File: src/verilog/rfc_params.svh
// Register offsets, field positions, reset values and timing counts of the receive calibration block.
`ifndef RFC_PARAMS_SVH
`define RFC_PARAMS_SVH
// ==========================================================
// Register offsets
`define RFC_ADDR_OVERRIDE 4'h0
`define RFC_ADDR_STATUS 4'h1
`define RFC_ADDR_IMAGE 4'h2
`define RFC_ADDR_BANDWIDTH 4'h3
`define RFC_ADDR_GAIN 4'h4
`define RFC_ADDR_COMP 4'h5
`define RFC_ADDR_STRENGTH 4'h6
`define RFC_ADDR_CONTROL 4'h7
// ==========================================================
// Field positions
`define RFC_OVR_BYPASS 0
`define RFC_OVR_FORCE 1
`define RFC_OVR_TRIM_LO 2
`define RFC_OVR_MAN_LO 4
`define RFC_STS_ACTIVE 4
`define RFC_IMG_START 7
`define RFC_IMG_ACTIVE 8
`define RFC_GAIN_CF_LO 0
`define RFC_GAIN_LNA_LO 2
`define RFC_CTL_RX_REQ 0
`define RFC_CTL_LOW_GAIN 1
`define RFC_CTL_RX_ON 2
// ==========================================================
// Reset values and timing
`define RFC_RST_RESULT 4'h8
`define RFC_RST_BANDWIDTH 4'h0
`define RFC_RC_CAL_STEP_CYCLES 8
`define RFC_IMAGE_SETTLE_CYCLES 16
`define RFC_STRENGTH_SAMPLE_CYCLES 32
`endif

File: src/verilog/rfc_pkg.sv
// Types shared by the receive calibration block.
package rfc_pkg;
  typedef enum logic [1:0] {
    RFC_RC_IDLE = 2'b00,
    RFC_RC_RUN = 2'b01,
    RFC_RC_DONE = 2'b11
  } rfc_rc_state_e;
  typedef enum logic [1:0] {
    RFC_IQ_IDLE = 2'b00,
    RFC_IQ_SETTLE = 2'b01,
    RFC_IQ_MEASURE = 2'b11
  } rfc_iq_state_e;
  typedef logic [5:0] rfc_strength_t;
  typedef logic [6:0] rfc_iq_code_t;
endpackage

File: src/verilog/rfc_top.sv
// Receive calibration and signal-strength control: register file, RC and I/Q calibration, gain encodings.
//
// Overview of operation
// - Auto RC calibration before each receive, unless bypassed.
// - Bypass skips calibration, applies manual value.
// - Force bit starts RC calibration when idle; a force during a run is dropped.
// - Running flag high while RC calibration executes.
// - RC result readable and drives filter trim.
// - Calibration status register is read-only.
// - Two-bit trim adjusts calibration resistor reference.
// - Image start bit launches I/Q calibration.
// - I/Q running flag high during the sweep.
// - Sweep all I/Q codes, one measurement each.
// - Store code with lowest strength reading.
// - Filter gain codes give -2/17/22/27 dB.
// - LNA gain codes give 4/17/23/25.5 dB.
// - Limiter I/Q bits feed FM demodulator.
// - Strength converter produces six-bit raw value.
// - Raw strength is digitally filtered and interpolated.
// - Filter select N sets cutoff fref/(2pi*2^(5+N)).
// - Receive start waits for calibration before enabling.
// - Low gain adds compensation to strength result.
//
// Implementation choices: the placing of the registers and the plain strobed port.
`timescale 1ns/1ps
`default_nettype none
`include "rfc_params.svh"
module rfc_top #(
  parameter int RC_STEP_CYCLES = `RFC_RC_CAL_STEP_CYCLES,
  parameter int IQ_SETTLE_CYCLES = `RFC_IMAGE_SETTLE_CYCLES,
  parameter int SAMPLE_CYCLES = `RFC_STRENGTH_SAMPLE_CYCLES
) (
  // Clock and reset.
  input wire logic clk,
  input wire logic sys_rst,
  // Register port.
  input wire logic [3:0] reg_addr,
  input wire logic [15:0] reg_wdata,
  input wire logic reg_wr,
  input wire logic reg_rd,
  output logic [15:0] reg_rdata,
  // Analog front-end pins.
  input wire logic rc_cmp_pin,
  input wire logic lim_i_pin,
  input wire logic lim_q_pin,
  input wire logic [5:0] strength_raw_pin,
  // Controls to the analog receive chain.
  output logic [3:0] filter_rc_trim,
  output logic [1:0] filter_r_trim,
  output logic [6:0] image_trim,
  output logic [1:0] filter_gain,
  output logic [1:0] lna_gain,
  output logic rx_enable,
  // Digitised limiter outputs to the demodulator.
  output logic demod_i,
  output logic demod_q
);
  import rfc_pkg::*;

  // ==========================================================
  // Gain encodings in tenths of a decibel, for readback.
  function automatic logic [8:0] filter_gain_db10(input logic [1:0] code);
    case (code)
      2'b00: filter_gain_db10 = 9'h1EC; // -2.0 dB, two's complement.
      2'b01: filter_gain_db10 = 9'h0AA;
      2'b10: filter_gain_db10 = 9'h0DC;
      default: filter_gain_db10 = 9'h10E;
    endcase
  endfunction

  function automatic logic [8:0] lna_gain_db10(input logic [1:0] code);
    case (code)
      2'b00: lna_gain_db10 = 9'h028;
      2'b01: lna_gain_db10 = 9'h0AA;
      2'b10: lna_gain_db10 = 9'h0E6;
      default: lna_gain_db10 = 9'h0FF;
    endcase
  endfunction

  // ==========================================================
  // Pin synchronisers.
  logic [1:0] cmp_s1_q, cmp_s2_q;
  logic [1:0] lim_s1_q, lim_s2_q;
  logic [5:0] raw_s1_q, raw_s2_q;
  always_ff @(posedge clk or posedge sys_rst) begin
    if (sys_rst) begin
      cmp_s1_q <= 2'h0;
      cmp_s2_q <= 2'h0;
      lim_s1_q <= 2'h0;
      lim_s2_q <= 2'h0;
      raw_s1_q <= 6'h00;
      raw_s2_q <= 6'h00;
    end else begin
      cmp_s1_q <= {1'b0, rc_cmp_pin};
      cmp_s2_q <= cmp_s1_q;
      lim_s1_q <= {lim_q_pin, lim_i_pin};
      lim_s2_q <= lim_s1_q;
      raw_s1_q <= strength_raw_pin;
      raw_s2_q <= raw_s1_q;
    end
  end
  // Limiter outputs are one-bit square waves sent straight on.
  assign demod_i = lim_s2_q[0];
  assign demod_q = lim_s2_q[1];
  // Six-bit raw converter value.
  wire rfc_strength_t raw_strength = raw_s2_q;

  // ==========================================================
  // Register file.
  logic bypass_q, force_q, img_start_q;
  logic [1:0] trim_q;
  logic [3:0] manual_q;
  logic [6:0] img_value_q;
  logic [3:0] lpf_sel_q;
  logic [1:0] cf_gain_q, lna_gain_q;
  logic [6:0] comp_q;
  logic rx_req_q, low_gain_q;
  logic [15:0] rdata_q;

  wire wr_ovr = reg_wr && reg_addr == `RFC_ADDR_OVERRIDE;
  wire wr_img = reg_wr && reg_addr == `RFC_ADDR_IMAGE;
  wire wr_bw = reg_wr && reg_addr == `RFC_ADDR_BANDWIDTH;
  wire wr_gain = reg_wr && reg_addr == `RFC_ADDR_GAIN;
  wire wr_comp = reg_wr && reg_addr == `RFC_ADDR_COMP;
  wire wr_ctl = reg_wr && reg_addr == `RFC_ADDR_CONTROL;

  rfc_rc_state_e rc_state;
  logic [3:0] rc_result, rc_trial;
  logic [6:0] iq_best_q, iq_best_next;
  logic iq_done;
  logic [7:0] level;
  wire rc_active = (rc_state == RFC_RC_RUN);
  wire iq_active;

  always_ff @(posedge clk or posedge sys_rst) begin
    if (sys_rst) begin
      bypass_q <= 1'b0;
      force_q <= 1'b0;
      trim_q <= 2'h0;
      manual_q <= `RFC_RST_RESULT;
      img_start_q <= 1'b0;
      img_value_q <= 7'h00;
      lpf_sel_q <= `RFC_RST_BANDWIDTH;
      cf_gain_q <= 2'h0;
      lna_gain_q <= 2'h0;
      comp_q <= 7'h00;
      rx_req_q <= 1'b0;
      low_gain_q <= 1'b0;
    end else begin
      if (wr_ovr) begin
        bypass_q <= reg_wdata[`RFC_OVR_BYPASS];
        trim_q <= reg_wdata[`RFC_OVR_TRIM_LO +: 2];
        // Software keeps the manual value for bypass use.
        manual_q <= reg_wdata[`RFC_OVR_MAN_LO +: 4];
      end
      // Force is a self-clearing request bit.
      force_q <= wr_ovr && reg_wdata[`RFC_OVR_FORCE];
      img_start_q <= wr_img && reg_wdata[`RFC_IMG_START];
      // Sweep result wins over a software write in the same cycle.
      if (iq_done) begin
        img_value_q <= iq_best_next;
      end else if (wr_img) begin
        img_value_q <= reg_wdata[6:0];
      end
      if (wr_bw) lpf_sel_q <= reg_wdata[3:0];
      if (wr_gain) begin
        cf_gain_q <= reg_wdata[`RFC_GAIN_CF_LO +: 2];
        lna_gain_q <= reg_wdata[`RFC_GAIN_LNA_LO +: 2];
      end
      if (wr_comp) comp_q <= reg_wdata[6:0];
      if (wr_ctl) begin
        rx_req_q <= reg_wdata[`RFC_CTL_RX_REQ];
        low_gain_q <= reg_wdata[`RFC_CTL_LOW_GAIN];
      end
    end
  end

  // Status register has no write decode, so writes do nothing.
  // Result and running flag are readable.
  wire [15:0] status_word = {11'h000, rc_active, rc_result};
  wire [15:0] image_word = {7'h00, iq_active, 1'b0, img_value_q};
  wire [15:0] ovr_word = {8'h00, manual_q, trim_q, 1'b0, bypass_q};
  // Gain register reads back both codes and the LNA gain in tenths of a dB; the filter gain reads back in the compensation register.
  wire [8:0] lna_db10 = lna_gain_db10(lna_gain_q);
  wire [15:0] gain_word = {3'h0, lna_db10, lna_gain_q, cf_gain_q};
  wire [15:0] gdb_word = {7'h00, filter_gain_db10(cf_gain_q)};
  wire [15:0] ctl_word = {13'h0000, rx_enable, low_gain_q, rx_req_q};
  wire [15:0] rd_mux =
    (reg_addr == `RFC_ADDR_OVERRIDE) ? ovr_word :
    (reg_addr == `RFC_ADDR_STATUS) ? status_word :
    (reg_addr == `RFC_ADDR_IMAGE) ? image_word :
    (reg_addr == `RFC_ADDR_BANDWIDTH) ? {12'h000, lpf_sel_q} :
    (reg_addr == `RFC_ADDR_GAIN) ? gain_word :
    (reg_addr == `RFC_ADDR_COMP) ? {gdb_word[8:0], comp_q} :
    (reg_addr == `RFC_ADDR_STRENGTH) ? {8'h00, level} :
    (reg_addr == `RFC_ADDR_CONTROL) ? ctl_word : 16'h0000;
  always_ff @(posedge clk or posedge sys_rst) begin
    if (sys_rst) begin
      rdata_q <= 16'h0000;
    end else begin
      rdata_q <= reg_rd ? rd_mux : 16'h0000;
    end
  end
  assign reg_rdata = rdata_q;

  // ==========================================================
  // RC calibration launch and receive enable.
  logic rx_req_d1_q, rx_on_q, rx_wait_q;
  wire rx_rise = rx_req_q && !rx_req_d1_q;
  wire auto_start = rx_rise && !bypass_q;
  // Starts are only taken while idle, so a force during a run is dropped.
  wire rc_start = (force_q || auto_start) && rc_state == RFC_RC_IDLE;
  always_ff @(posedge clk or posedge sys_rst) begin
    if (sys_rst) begin
      rx_req_d1_q <= 1'b0;
      rx_on_q <= 1'b0;
      rx_wait_q <= 1'b0;
    end else begin
      rx_req_d1_q <= rx_req_q;
      if (!rx_req_q) begin
        rx_on_q <= 1'b0;
        rx_wait_q <= 1'b0;
      end else if (rx_rise) begin
        rx_on_q <= bypass_q;
        rx_wait_q <= !bypass_q;
      end else if (rx_wait_q && rc_state == RFC_RC_DONE) begin
        // Receiver is turned on only once calibration has finished.
        rx_on_q <= 1'b1;
        rx_wait_q <= 1'b0;
      end
    end
  end
  assign rx_enable = rx_on_q;

  rfc_rc_cal #(
    .STEP_CYCLES(RC_STEP_CYCLES)
  ) u_rc_cal (
    .clk(clk),
    .sys_rst(sys_rst),
    .start(rc_start),
    .r_trim(trim_q),
    .rc_too_slow(cmp_s2_q[0]),
    .state(rc_state),
    .result(rc_result),
    .trial(rc_trial),
    .trim_out(filter_r_trim)
  );

  // Trial code during a run, manual value under bypass, else result.
  assign filter_rc_trim = rc_active ? rc_trial : (bypass_q ? manual_q : rc_result);
  assign filter_gain = cf_gain_q;
  assign lna_gain = lna_gain_q;

  // ==========================================================
  // Signal-strength sampling and filtering.
  logic [7:0] samp_cnt_q;
  wire samp_tick = (samp_cnt_q == 8'(SAMPLE_CYCLES - 1));
  always_ff @(posedge clk or posedge sys_rst) begin
    if (sys_rst) begin
      samp_cnt_q <= 8'h00;
    end else begin
      samp_cnt_q <= samp_tick ? 8'h00 : samp_cnt_q + 8'h01;
    end
  end

  rfc_strength_lpf u_lpf (
    .clk(clk),
    .sys_rst(sys_rst),
    .sample_en(samp_tick),
    .raw(raw_strength),
    .low_gain(low_gain_q),
    .gain_comp(comp_q),
    .lpf_select(lpf_sel_q),
    .level(level)
  );

  // ==========================================================
  // I/Q image-rejection sweep.
  rfc_iq_state_e iq_state_q, iq_state_d;
  logic [6:0] iq_code_q;
  logic [5:0] iq_min_q;
  logic [7:0] iq_wait_q;
  wire iq_settled = (iq_wait_q == 8'(IQ_SETTLE_CYCLES - 1));
  wire iq_last = (iq_code_q == 7'h7F);
  assign iq_active = (iq_state_q != RFC_IQ_IDLE);
  assign iq_done = (iq_state_q == RFC_IQ_MEASURE) && samp_tick && iq_last;
  wire iq_better = raw_strength < iq_min_q || iq_code_q == 7'h00;
  // The last code's own measurement must count when the result is stored.
  assign iq_best_next = iq_better ? iq_code_q : iq_best_q;

  always_comb begin
    iq_state_d = iq_state_q;
    case (iq_state_q)
      RFC_IQ_IDLE: if (img_start_q) iq_state_d = RFC_IQ_SETTLE;
      RFC_IQ_SETTLE: if (iq_settled) iq_state_d = RFC_IQ_MEASURE;
      RFC_IQ_MEASURE: if (samp_tick) iq_state_d = iq_last ? RFC_IQ_IDLE : RFC_IQ_SETTLE;
      default: iq_state_d = RFC_IQ_IDLE;
    endcase
  end

  always_ff @(posedge clk or posedge sys_rst) begin
    if (sys_rst) begin
      iq_state_q <= RFC_IQ_IDLE;
      iq_code_q <= 7'h00;
      iq_min_q <= 6'h3F;
      iq_best_q <= 7'h00;
      iq_wait_q <= 8'h00;
    end else begin
      iq_state_q <= iq_state_d;
      if (iq_state_q == RFC_IQ_IDLE) begin
        iq_code_q <= 7'h00;
        iq_min_q <= 6'h3F;
        iq_wait_q <= 8'h00;
      end else if (iq_state_q == RFC_IQ_SETTLE) begin
        iq_wait_q <= iq_settled ? 8'h00 : iq_wait_q + 8'h01;
      end else if (samp_tick) begin
        // One measurement per code, keeping the minimum.
        if (iq_better) begin
          iq_min_q <= raw_strength;
          iq_best_q <= iq_code_q;
        end
        iq_code_q <= iq_code_q + 7'h01;
      end
    end
  end
  // Sweep code drives the trim while active, stored value otherwise.
  assign image_trim = iq_active ? iq_code_q : img_value_q;
endmodule
`default_nettype wire

File: src/verilog/rfc_rc_cal.sv
// Successive-approximation channel filter RC calibration engine.
`timescale 1ns/1ps
`default_nettype none
`include "rfc_params.svh"
module rfc_rc_cal #(
  parameter int STEP_CYCLES = `RFC_RC_CAL_STEP_CYCLES
) (
  // Clock and reset.
  input wire logic clk,
  input wire logic sys_rst,
  // Control.
  input wire logic start,
  input wire logic [1:0] r_trim,
  // Comparator from the reference RC, already synchronised.
  input wire logic rc_too_slow,
  // Results.
  output var rfc_pkg::rfc_rc_state_e state,
  output logic [3:0] result,
  output logic [3:0] trial,
  output logic [1:0] trim_out
);
  import rfc_pkg::*;
  rfc_rc_state_e state_q, state_d;
  logic [3:0] result_q;
  logic [3:0] bit_q;
  logic [7:0] wait_q;
  wire step_done = (wait_q == 8'(STEP_CYCLES - 1));
  wire [3:0] try_code = result_q | bit_q;
  assign state = state_q;
  assign result = result_q;
  assign trial = try_code;
  // The resistor trim shifts the reference, so the result moves with it.
  assign trim_out = r_trim;
  always_comb begin
    state_d = state_q;
    case (state_q)
      RFC_RC_IDLE: if (start) state_d = RFC_RC_RUN;
      RFC_RC_RUN: if (step_done && bit_q == 4'h1) state_d = RFC_RC_DONE;
      RFC_RC_DONE: state_d = RFC_RC_IDLE;
      default: state_d = RFC_RC_IDLE;
    endcase
  end
  always_ff @(posedge clk or posedge sys_rst) begin
    if (sys_rst) begin
      state_q <= RFC_RC_IDLE;
      result_q <= 4'h0;
      bit_q <= 4'h8;
      wait_q <= 8'h00;
    end else begin
      state_q <= state_d;
      if (state_q == RFC_RC_IDLE && start) begin
        result_q <= 4'h0;
        bit_q <= 4'h8;
        wait_q <= 8'h00;
      end else if (state_q == RFC_RC_RUN) begin
        wait_q <= step_done ? 8'h00 : wait_q + 8'h01;
        if (step_done) begin
          if (!rc_too_slow) result_q <= try_code;
          bit_q <= bit_q >> 1;
        end
      end
    end
  end
endmodule
`default_nettype wire

File: src/verilog/rfc_strength_lpf.sv
// Signal-strength gain compensation and selectable first-order digital low-pass.
`timescale 1ns/1ps
`default_nettype none
`include "rfc_params.svh"
module rfc_strength_lpf #(
  parameter int ACC_W = 28
) (
  // Clock and reset.
  input wire logic clk,
  input wire logic sys_rst,
  // Raw converter sample.
  input wire logic sample_en,
  input wire rfc_pkg::rfc_strength_t raw,
  // Settings.
  input wire logic low_gain,
  input wire logic [6:0] gain_comp,
  input wire logic [3:0] lpf_select,
  // Filtered value.
  output logic [7:0] level
);
  import rfc_pkg::*;
  logic [ACC_W-1:0] acc_q;
  // Low front-end gain adds the gain-step compensation.
  wire [7:0] comp = low_gain ? {1'b0, gain_comp} : 8'h00;
  wire [7:0] sum = 8'({2'b00, raw}) + comp;
  wire [ACC_W-1:0] target = {sum, {(ACC_W - 8){1'b0}}};
  // Shift of 5+N gives a cutoff of fref over 2 pi times 2 to the 5+N.
  wire [4:0] shift = 5'(lpf_select) + 5'd5;
  wire [ACC_W-1:0] delta_up = (target - acc_q) >> shift;
  wire [ACC_W-1:0] delta_dn = (acc_q - target) >> shift;
  assign level = acc_q[ACC_W-1 -: 8];
  // Raw value is filtered and interpolated into the reported result.
  always_ff @(posedge clk or posedge sys_rst) begin
    if (sys_rst) begin
      acc_q <= '0;
    end else if (sample_en) begin
      acc_q <= (target >= acc_q) ? acc_q + delta_up : acc_q - delta_dn;
    end
  end
endmodule
`default_nettype wire

File: config.mk
export PLATFORM = sky130hd
export DESIGN_NAME = rfc_top
export DESIGN_NICKNAME = d
export VERILOG_FILES = /design/src/verilog/rfc_pkg.sv /design/src/verilog/rfc_top.sv /design/src/verilog/rfc_rc_cal.sv /design/src/verilog/rfc_strength_lpf.sv
export VERILOG_INCLUDE_DIRS = /design/src /design/src/verilog
export SDC_FILE = /design/constraint.sdc
export NUM_CORES = 1
export LEC_CHECK = 0
export BUFFER_PORTS_ARGS = -buffer_cell sky130_fd_sc_hd__buf_2
export CAP_MARGIN = 20
export CORE_UTILIZATION = 35
export DETAILED_ROUTE_END_ITERATION = 8
export PLACE_DENSITY = 0.55
export SLEW_MARGIN = 20
export SYNTH_ARGS = -nofsm -noshare
export SYNTH_HDL_FRONTEND = slang
export SYNTH_HIERARCHICAL = 1
export SYNTH_SLANG_ARGS = --single-unit
export TNS_END_PERCENT = 5
File: constraint.sdc
create_clock -name clk -period 19.05 [get_ports clk]
set_input_delay 5.715 -clock clk [delete_from_list [all_inputs] [get_ports clk]]
set_output_delay 5.715 -clock clk [all_outputs]
set_load 0.03 [all_outputs]
## After elaboration in Yosys (flattened, before gate mapping)

Index checks and enable logic that the tools add are counted.

- Flip-flop bits (word level): 154
- Input port bits: 33
- Logic and storage cells: 172

- $add $sub $neg: 10
- $lt $le $gt $ge: 2
- Equal/unequal tests: 28
- Shift-type cells: 2
- Multiplexer cells: 54
- Bitwise operators: 3
- Reduce and logical (&&, ||, !) cells: 40

Operators with widths:

| kind | number |
|---|---|
| $mux 16 | 7 |
| $sub 28x28->28 | 3 |
| $mux 8 | 8 |
| $mux 7 | 8 |
| $shr 28x5->28 | 2 |
| $mux 4 | 9 |
| $add 28x28->28 | 1 |
| $ge 28x28->1 | 1 |
| $mux 28 | 1 |
| $pmux 9 s3 | 1 |
| $add 8x1->8 const B | 3 |
| $mux 6 | 4 |
| $pmux 8 s3 | 1 |
| $eq 4x3->1 const B | 4 |
| $logic_and 1x1->1 | 16 |
| $reduce_bool 2->1 | 7 |
| $reduce_and 3->1 | 4 |
| $mux 2 | 5 |
| $add 6x8->8 | 1 |
| $eq 2x1->1 const B | 4 |
| $eq 2x2->1 const B | 4 |
| $eq 4x1->1 const B | 2 |
| $eq 4x2->1 const B | 2 |
| $eq 8x3->1 const B | 1 |
| 21 further kinds | 40 |

## Depth between registers and ports, before layout

- Depth after elaboration: 10
- Mapped depth: 35

## Hierarchy

The synthesis kept the hierarchy.

By module, submodules not included:

| module | instances | cells each | area each (sq um) | sequential area each (sq um) |
|---|---|---|---|---|
| rfc_strength_lpf | 1 | 964 | 7045.5 | 700.7 |
| rfc_top | 1 | 472 | 5149.9 | 2711.4 |
| rfc_rc_cal | 1 | 92 | 980.9 | 451.7 |

## Worst setup path before layout

Ideal clock, no wire load.

- Path type: reg2out
- Start point: register iq_state_q[0]
- End point: output image_trim[0]
- Arrival time: 1464 ps
- Path slack: 11871 ps
- Cell stages (with the launch flop): 4
- Path buffers: 1
- Path through: dfrtp_1 -> clkbuf_1 -> nor2_1 -> o21ai_0

- Longest elaborated chain between the ends: 2

Ends and longest elaborated chain:

| what | line | text |
|---|---|---|
| start: declaration | rfc_top.sv:279 | `rfc_iq_state_e iq_state_q, iq_state_d;` |
| start signal: assignment | rfc_top.sv:309 | `iq_state_q <= iq_state_d;` |
| $reduce_bool 2->1 | rfc_top.sv:285 | `assign iq_active = (iq_state_q != RFC_IQ_IDLE);` |
| $mux 7 | rfc_top.sv:327 | `assign image_trim = iq_active ? iq_code_q : img_value_q;` |
| end: declaration | rfc_top.sv:50 | `output logic [6:0] image_trim,` |

Every way passes these cells.

## Final worst setup path

- Start point: register low_gain_q
- End point: register u_lpf.acc_q[27]

- Longest elaborated chain between the ends: 6
- Elaborated cells between the ends (all ways): 10
- Classes of those cells: add/sub: 5; order compare: 1; shift: 2; mux: 2

Ends and longest elaborated chain:

| what | line | text |
|---|---|---|
| start: declaration | rfc_top.sv:117 | `logic rx_req_q, low_gain_q;` |
| start signal: assignment | rfc_top.sv:173 | `` low_gain_q <= reg_wdata[`RFC_CTL_LOW_GAIN]; `` |
| $mux 7 (*) | rfc_strength_lpf.sv:24 | `wire [7:0] comp = low_gain ? {1'b0, gain_comp} : 8'h00;` |
| $add 6x8->8 (*) | rfc_strength_lpf.sv:25 | `wire [7:0] sum = 8'({2'b00, raw}) + comp;` |
| $sub 28x28->28, on equally long branches | rfc_strength_lpf.sv:30, rfc_strength_lpf.sv:29 |  |
| $shr 28x5->28, on equally long branches | rfc_strength_lpf.sv:30, rfc_strength_lpf.sv:29 |  |
| $sub 28x28->28 or $add 28x28->28 (tied branches) | rfc_strength_lpf.sv:37 | `acc_q <= (target >= acc_q) ? acc_q + delta_up : acc_q - delta_dn;` |
| $mux 28 (*) | rfc_strength_lpf.sv:37 |  |
| end signal: assignment | rfc_strength_lpf.sv:37 |  |
| end: declaration | rfc_strength_lpf.sv:22 | `logic [ACC_W-1:0] acc_q;` |

Mark *: on every way between the ends. The rest lies on a longest branch, timed or not.
A chain may end at the register's enable or synchronous reset.

==> summary.md <==
| Metric | Value |
|---|---|
| Hold Violations, Final | 0 |
| Die ar. | between 0.03 and 0.04 mm^2 |
| PwrDens | about 180 mW/mm^2 |
| RePlAce Congestion | roughly 0.88 |
| Main combinational cell family by area after synthesis | compound AO/OA/AOI/OAI gates |
| Area share of the largest cell type after synthesis | 27.7% |
| Final min period | approximately 8.4 ns |
| Max Transition Viols Final | 0 |
| Tot GR Track Use | around 20% |
| Die height | roughly 200 um |
| Post-Synth Simple-Gate Area | 19.7% |
| Startpoint types | flip-flop |
| Syn Std Cell Area | 0.0132 mm^2 |
| Highest clock rate | roughly 0.12 GHz |
| Max-slew headroom | approximately 32% |
| Placed cell count | around 2.0k |
| Met1 Track Usage GR | between 20% and 30% |
| Compound-cell area share of the yosys netlist | 22.8% |
| Flops & latches, synth | 154 |
| Number of synthesized flops with an enable pin | 0 |
| Setup Crit Path Kind | reg2reg |
| Commonest cells after routing, fill and taps aside | dfrtp_1, nand2_1, nor2_1 |
| GRT overflow | 0 |
| I/O pin count | around 70 |
| First DRT Iteration DRCs | ~850 |
| Die Wd | 196 um |
| Detail Route Antenna Nets | 0 |
| Unrepaired setup endpoints after global routing | false |
| First-pass GRT wire length | 60100 um |
| Clk sinks | 154 |
| Multiplexer area fraction after synthesis | about an eighth |
| Worst-Margin Slew | 1.02 ns |
| Clk pwr share | 14.1% |
| Synth warn | 6 |
| Post-CTS setup buffer count | 0 |
| Post-Layout Cell Count | ~2k |
| DP Wirelength | 27000 um |
| Worst path required time | 19.41 ns |
| Most used routing layer | met2 |
| Post-Synth Adder-Cell Area | under 10% |
| Antenna violations before repair | 0 |
| Final net count | ~1.6k |
| Endpoints failing setup | 0 |
| Pint | ~1300 uW |
| Vias in the first global route | roughly 11k |
| Ys flop type | dfrtp_1 |
| FF/Latch Area | 0.00387 mm^2 |
| CP endpoint kind | flip-flop |
| Vias/cell | about 5.8 |
| Peak VDD IR | 84.4 uV |
| Number of max-cap violations | 0 |
| Xor/xnor share of the synthesized area | 3.99% |
| Final wirelength | around 37000 um |
| Post-synthesis sequential area ratio | between 20% and 30% |
| Crit path largest cell delay | 0.63 ns |
| Critical Path Slowest Stage Cell | a211oi_1 |
| Status | complete, no violations |
| CTS buffer count | 17 |
| Post-synth cell types | 106 |
| Multi-input gate area | approximately 0.0086 mm^2 |
| Top cells by area, synth | dfrtp_1, ha_1, a21oi_1 |
| Filler Cell Count | 3701 |
| Clock insertion delay at the later pin of the skew report | 0.46 ns |
| Setup TNS | 0 ns |
| Hold buffers post-CTS | 0 |
| Post-synthesis cell count | ~1.5k |
| P_leak | between 0.006 and 0.007 uW |
| CTS tree | yes |
| Switching power | 1300 uW |
| CTS clock-pin slew for the worst setup and hold paths | about 0.070 ns |
| # diodes | 0 |
| Global-route track usage on met3 | under 10% |
| Register share of total power | between 10% and 20% |
| Pin count of the biggest net entering global routing | 67 |
| CP Buf/Inv Count | 0 |
| Resized Gates After CTS | 0 |
| Async S/R FF share, synth | 100% |
| Data arrival, critical path | 8.73 ns |
| Cell family with most CP delay | compound AO/OA/AOI/OAI gates |
| Synthesized net count | 1629 |
| Layout cells sized above 1 | between 10% and 20% |
| Class of the most critical hold timing path | reg2reg |
| Core footprint | around 0.037 mm^2 |
| First-pass iteration count of the detailed router | 7 |
| CTS H-Tree Depth | 4 |
| WL/cell | between 15 and 20 um |
| PortBufs | 60 |
| Net Sw Frac | a little under 50% |
| Drt drc | 0 |
| Combinational power share | roughly two thirds |
| Initial core utilization | between 30% and 40% |
| Crit-path max FO | 19 |
| Longest Clk Path Bufs | 2 |
| Average size of a mapped cell | approximately 8.6 um^2 |
| Crit share post-route | between 40% and 50% |
| Clock Skew | 0.0221 ns |
| Most common cell after layout, fill and taps aside | dfrtp_1 |
| Vias | around 11k |
| Leading area contributor after synthesis | dfrtp_1 |
| Row count | 70 |
| Met2 Usage GRT | 32.0% |
| Most frequent CP cell | a21oi_1 |
| Synth-to-layout area growth | 8.32% |
| Clk root buf | clkbuf_16 |
## cells in the mapped netlist, types with 5 or more instances
cell type,n
dfrtp_1,146
nand2_1,142
nor2_1,130
a21oi_1,127
o21ai_0,83
ha_1,65
inv_1,65
clkbuf_1,57
mux2_2,51
xnor2_1,44
mux2i_1,43
nand3_1,41
nor3_1,31
a211oi_1,29
o211ai_1,29
mux4_2,24
a21o_1,23
buf_2,23
and2_1,18
a22o_1,17
a31oi_1,16
and3_1,16
nor2b_1,16
xor2_1,16
nand2b_1,15
or3_1,15
o22ai_1,14
buf_4,13
nor4_1,13
o31ai_1,13
buf_1,11
or2_2,11
nand4_1,9
o21a_1,9
dfstp_2,8
a31o_2,7
o21bai_1,7
nor3b_1,6
a211o_1,5
a21boi_0,5
a221oi_1,5
a22oi_1,5
nand3b_1,5
or4_1,5
## worst reg2reg max path: cells and delay by family, from the launching register on
| family | cells | cell delay (ns) |
|---|---|---|
| and+or+nand+nor | 10 | 2.33 |
| AOI/OAI and AO/OA | 16 | 3.29 |
| xor gates and xnor gates | 1 | 0.22 |
| adders and majority gates | 4 | 1.44 |
| DFF | 1 | 0.46 |
| muxes | 2 | 0.56 |
## power by group through the flow
| stage | registers (uW) | logic [uW] | clock network (uW) |
|---|---|---|---|
| 5_1_grt | 535 | 1910 | 391 |
| 3_5_place_dp | 527 | 1710 | 0 |
| 3_3_place_gp | 526 | 1690 | 0 |
| 2_1_floorplan | 452 | 1400 | 0 |
| 4_1_cts | 521 | 1720 | 379 |
| 6_report | 521 | 1730 | 369 |
## area by class of cell
cell class                      count  share of cell area, %
Clock inverter                     11                   1.13
Inverter                           66                   1.75
Sequential cell                   154                   27.1
Tap cell                          468                   4.10
Clock buffer                       21                   3.23
Multi-Input combinational cell   1201                   60.0
Timing Repair Buffer               71                   2.68
## state kept, by name (all words and copies together), names as in the netlist, 7 cells and up
register	count
iq_best_q	7
samp_cnt_q	8
iq_wait_q	8
u_rc_cal/wait_q	8
comp_q	7
img_value_q	7
u_lpf/acc_q	28
reg_rdata	16
iq_code_q	7
## worst paths after layout
check | startpoint | endpoint | slack (ns) | cells after the start
max | low_gain_q | u_lpf/acc_q[27] | 10.68 | 33
min | lim_s1_q[0] | lim_s2_q[0] | 0.35 | 0
max reg2reg | low_gain_q | u_lpf/acc_q[27] | 10.68 | 33
min reg2reg | lim_s1_q[0] | lim_s2_q[0] | 0.35 | 0
max in group asynchronous | sys_rst | samp_cnt_q[1] | 12.47 | 3
min in group asynchronous | sys_rst | reg_rdata[8] | 5.33 | 2
## kinds of logic after synthesis
family / Yosys count
simple gates: 505
compound gates: 448
buf+inv: 173
flops: 154
mux: 119
fa+ha+maj: 69
xor+xnor: 60
## stage by stage
step	cell area, um^2	power [uW]	hold slack [ns]	utilization, %	setup WS, ns
5_1_grt	14300	2840	0.357	38.8	10.17
3_3_place_gp	13700	2220	0.333	37.1	10.86
6_report	14300	2620	0.350	38.8	10.68
3_5_place_dp	13700	2230	0.340	37.1	10.83
2_1_floorplan	13200	1850	0.331	-	10.50
4_1_cts	14300	2620	0.351	38.8	10.78
## metal layers
metal  wire, um  vias up  share of wire, %
li1           -     5586                 -
met1      17500     5561                47
met2      17400      279                47
met3       1480       46               4.0
met4        673        0               1.8
met5          0        -                 0
Power figures use the tool's default switching activity.
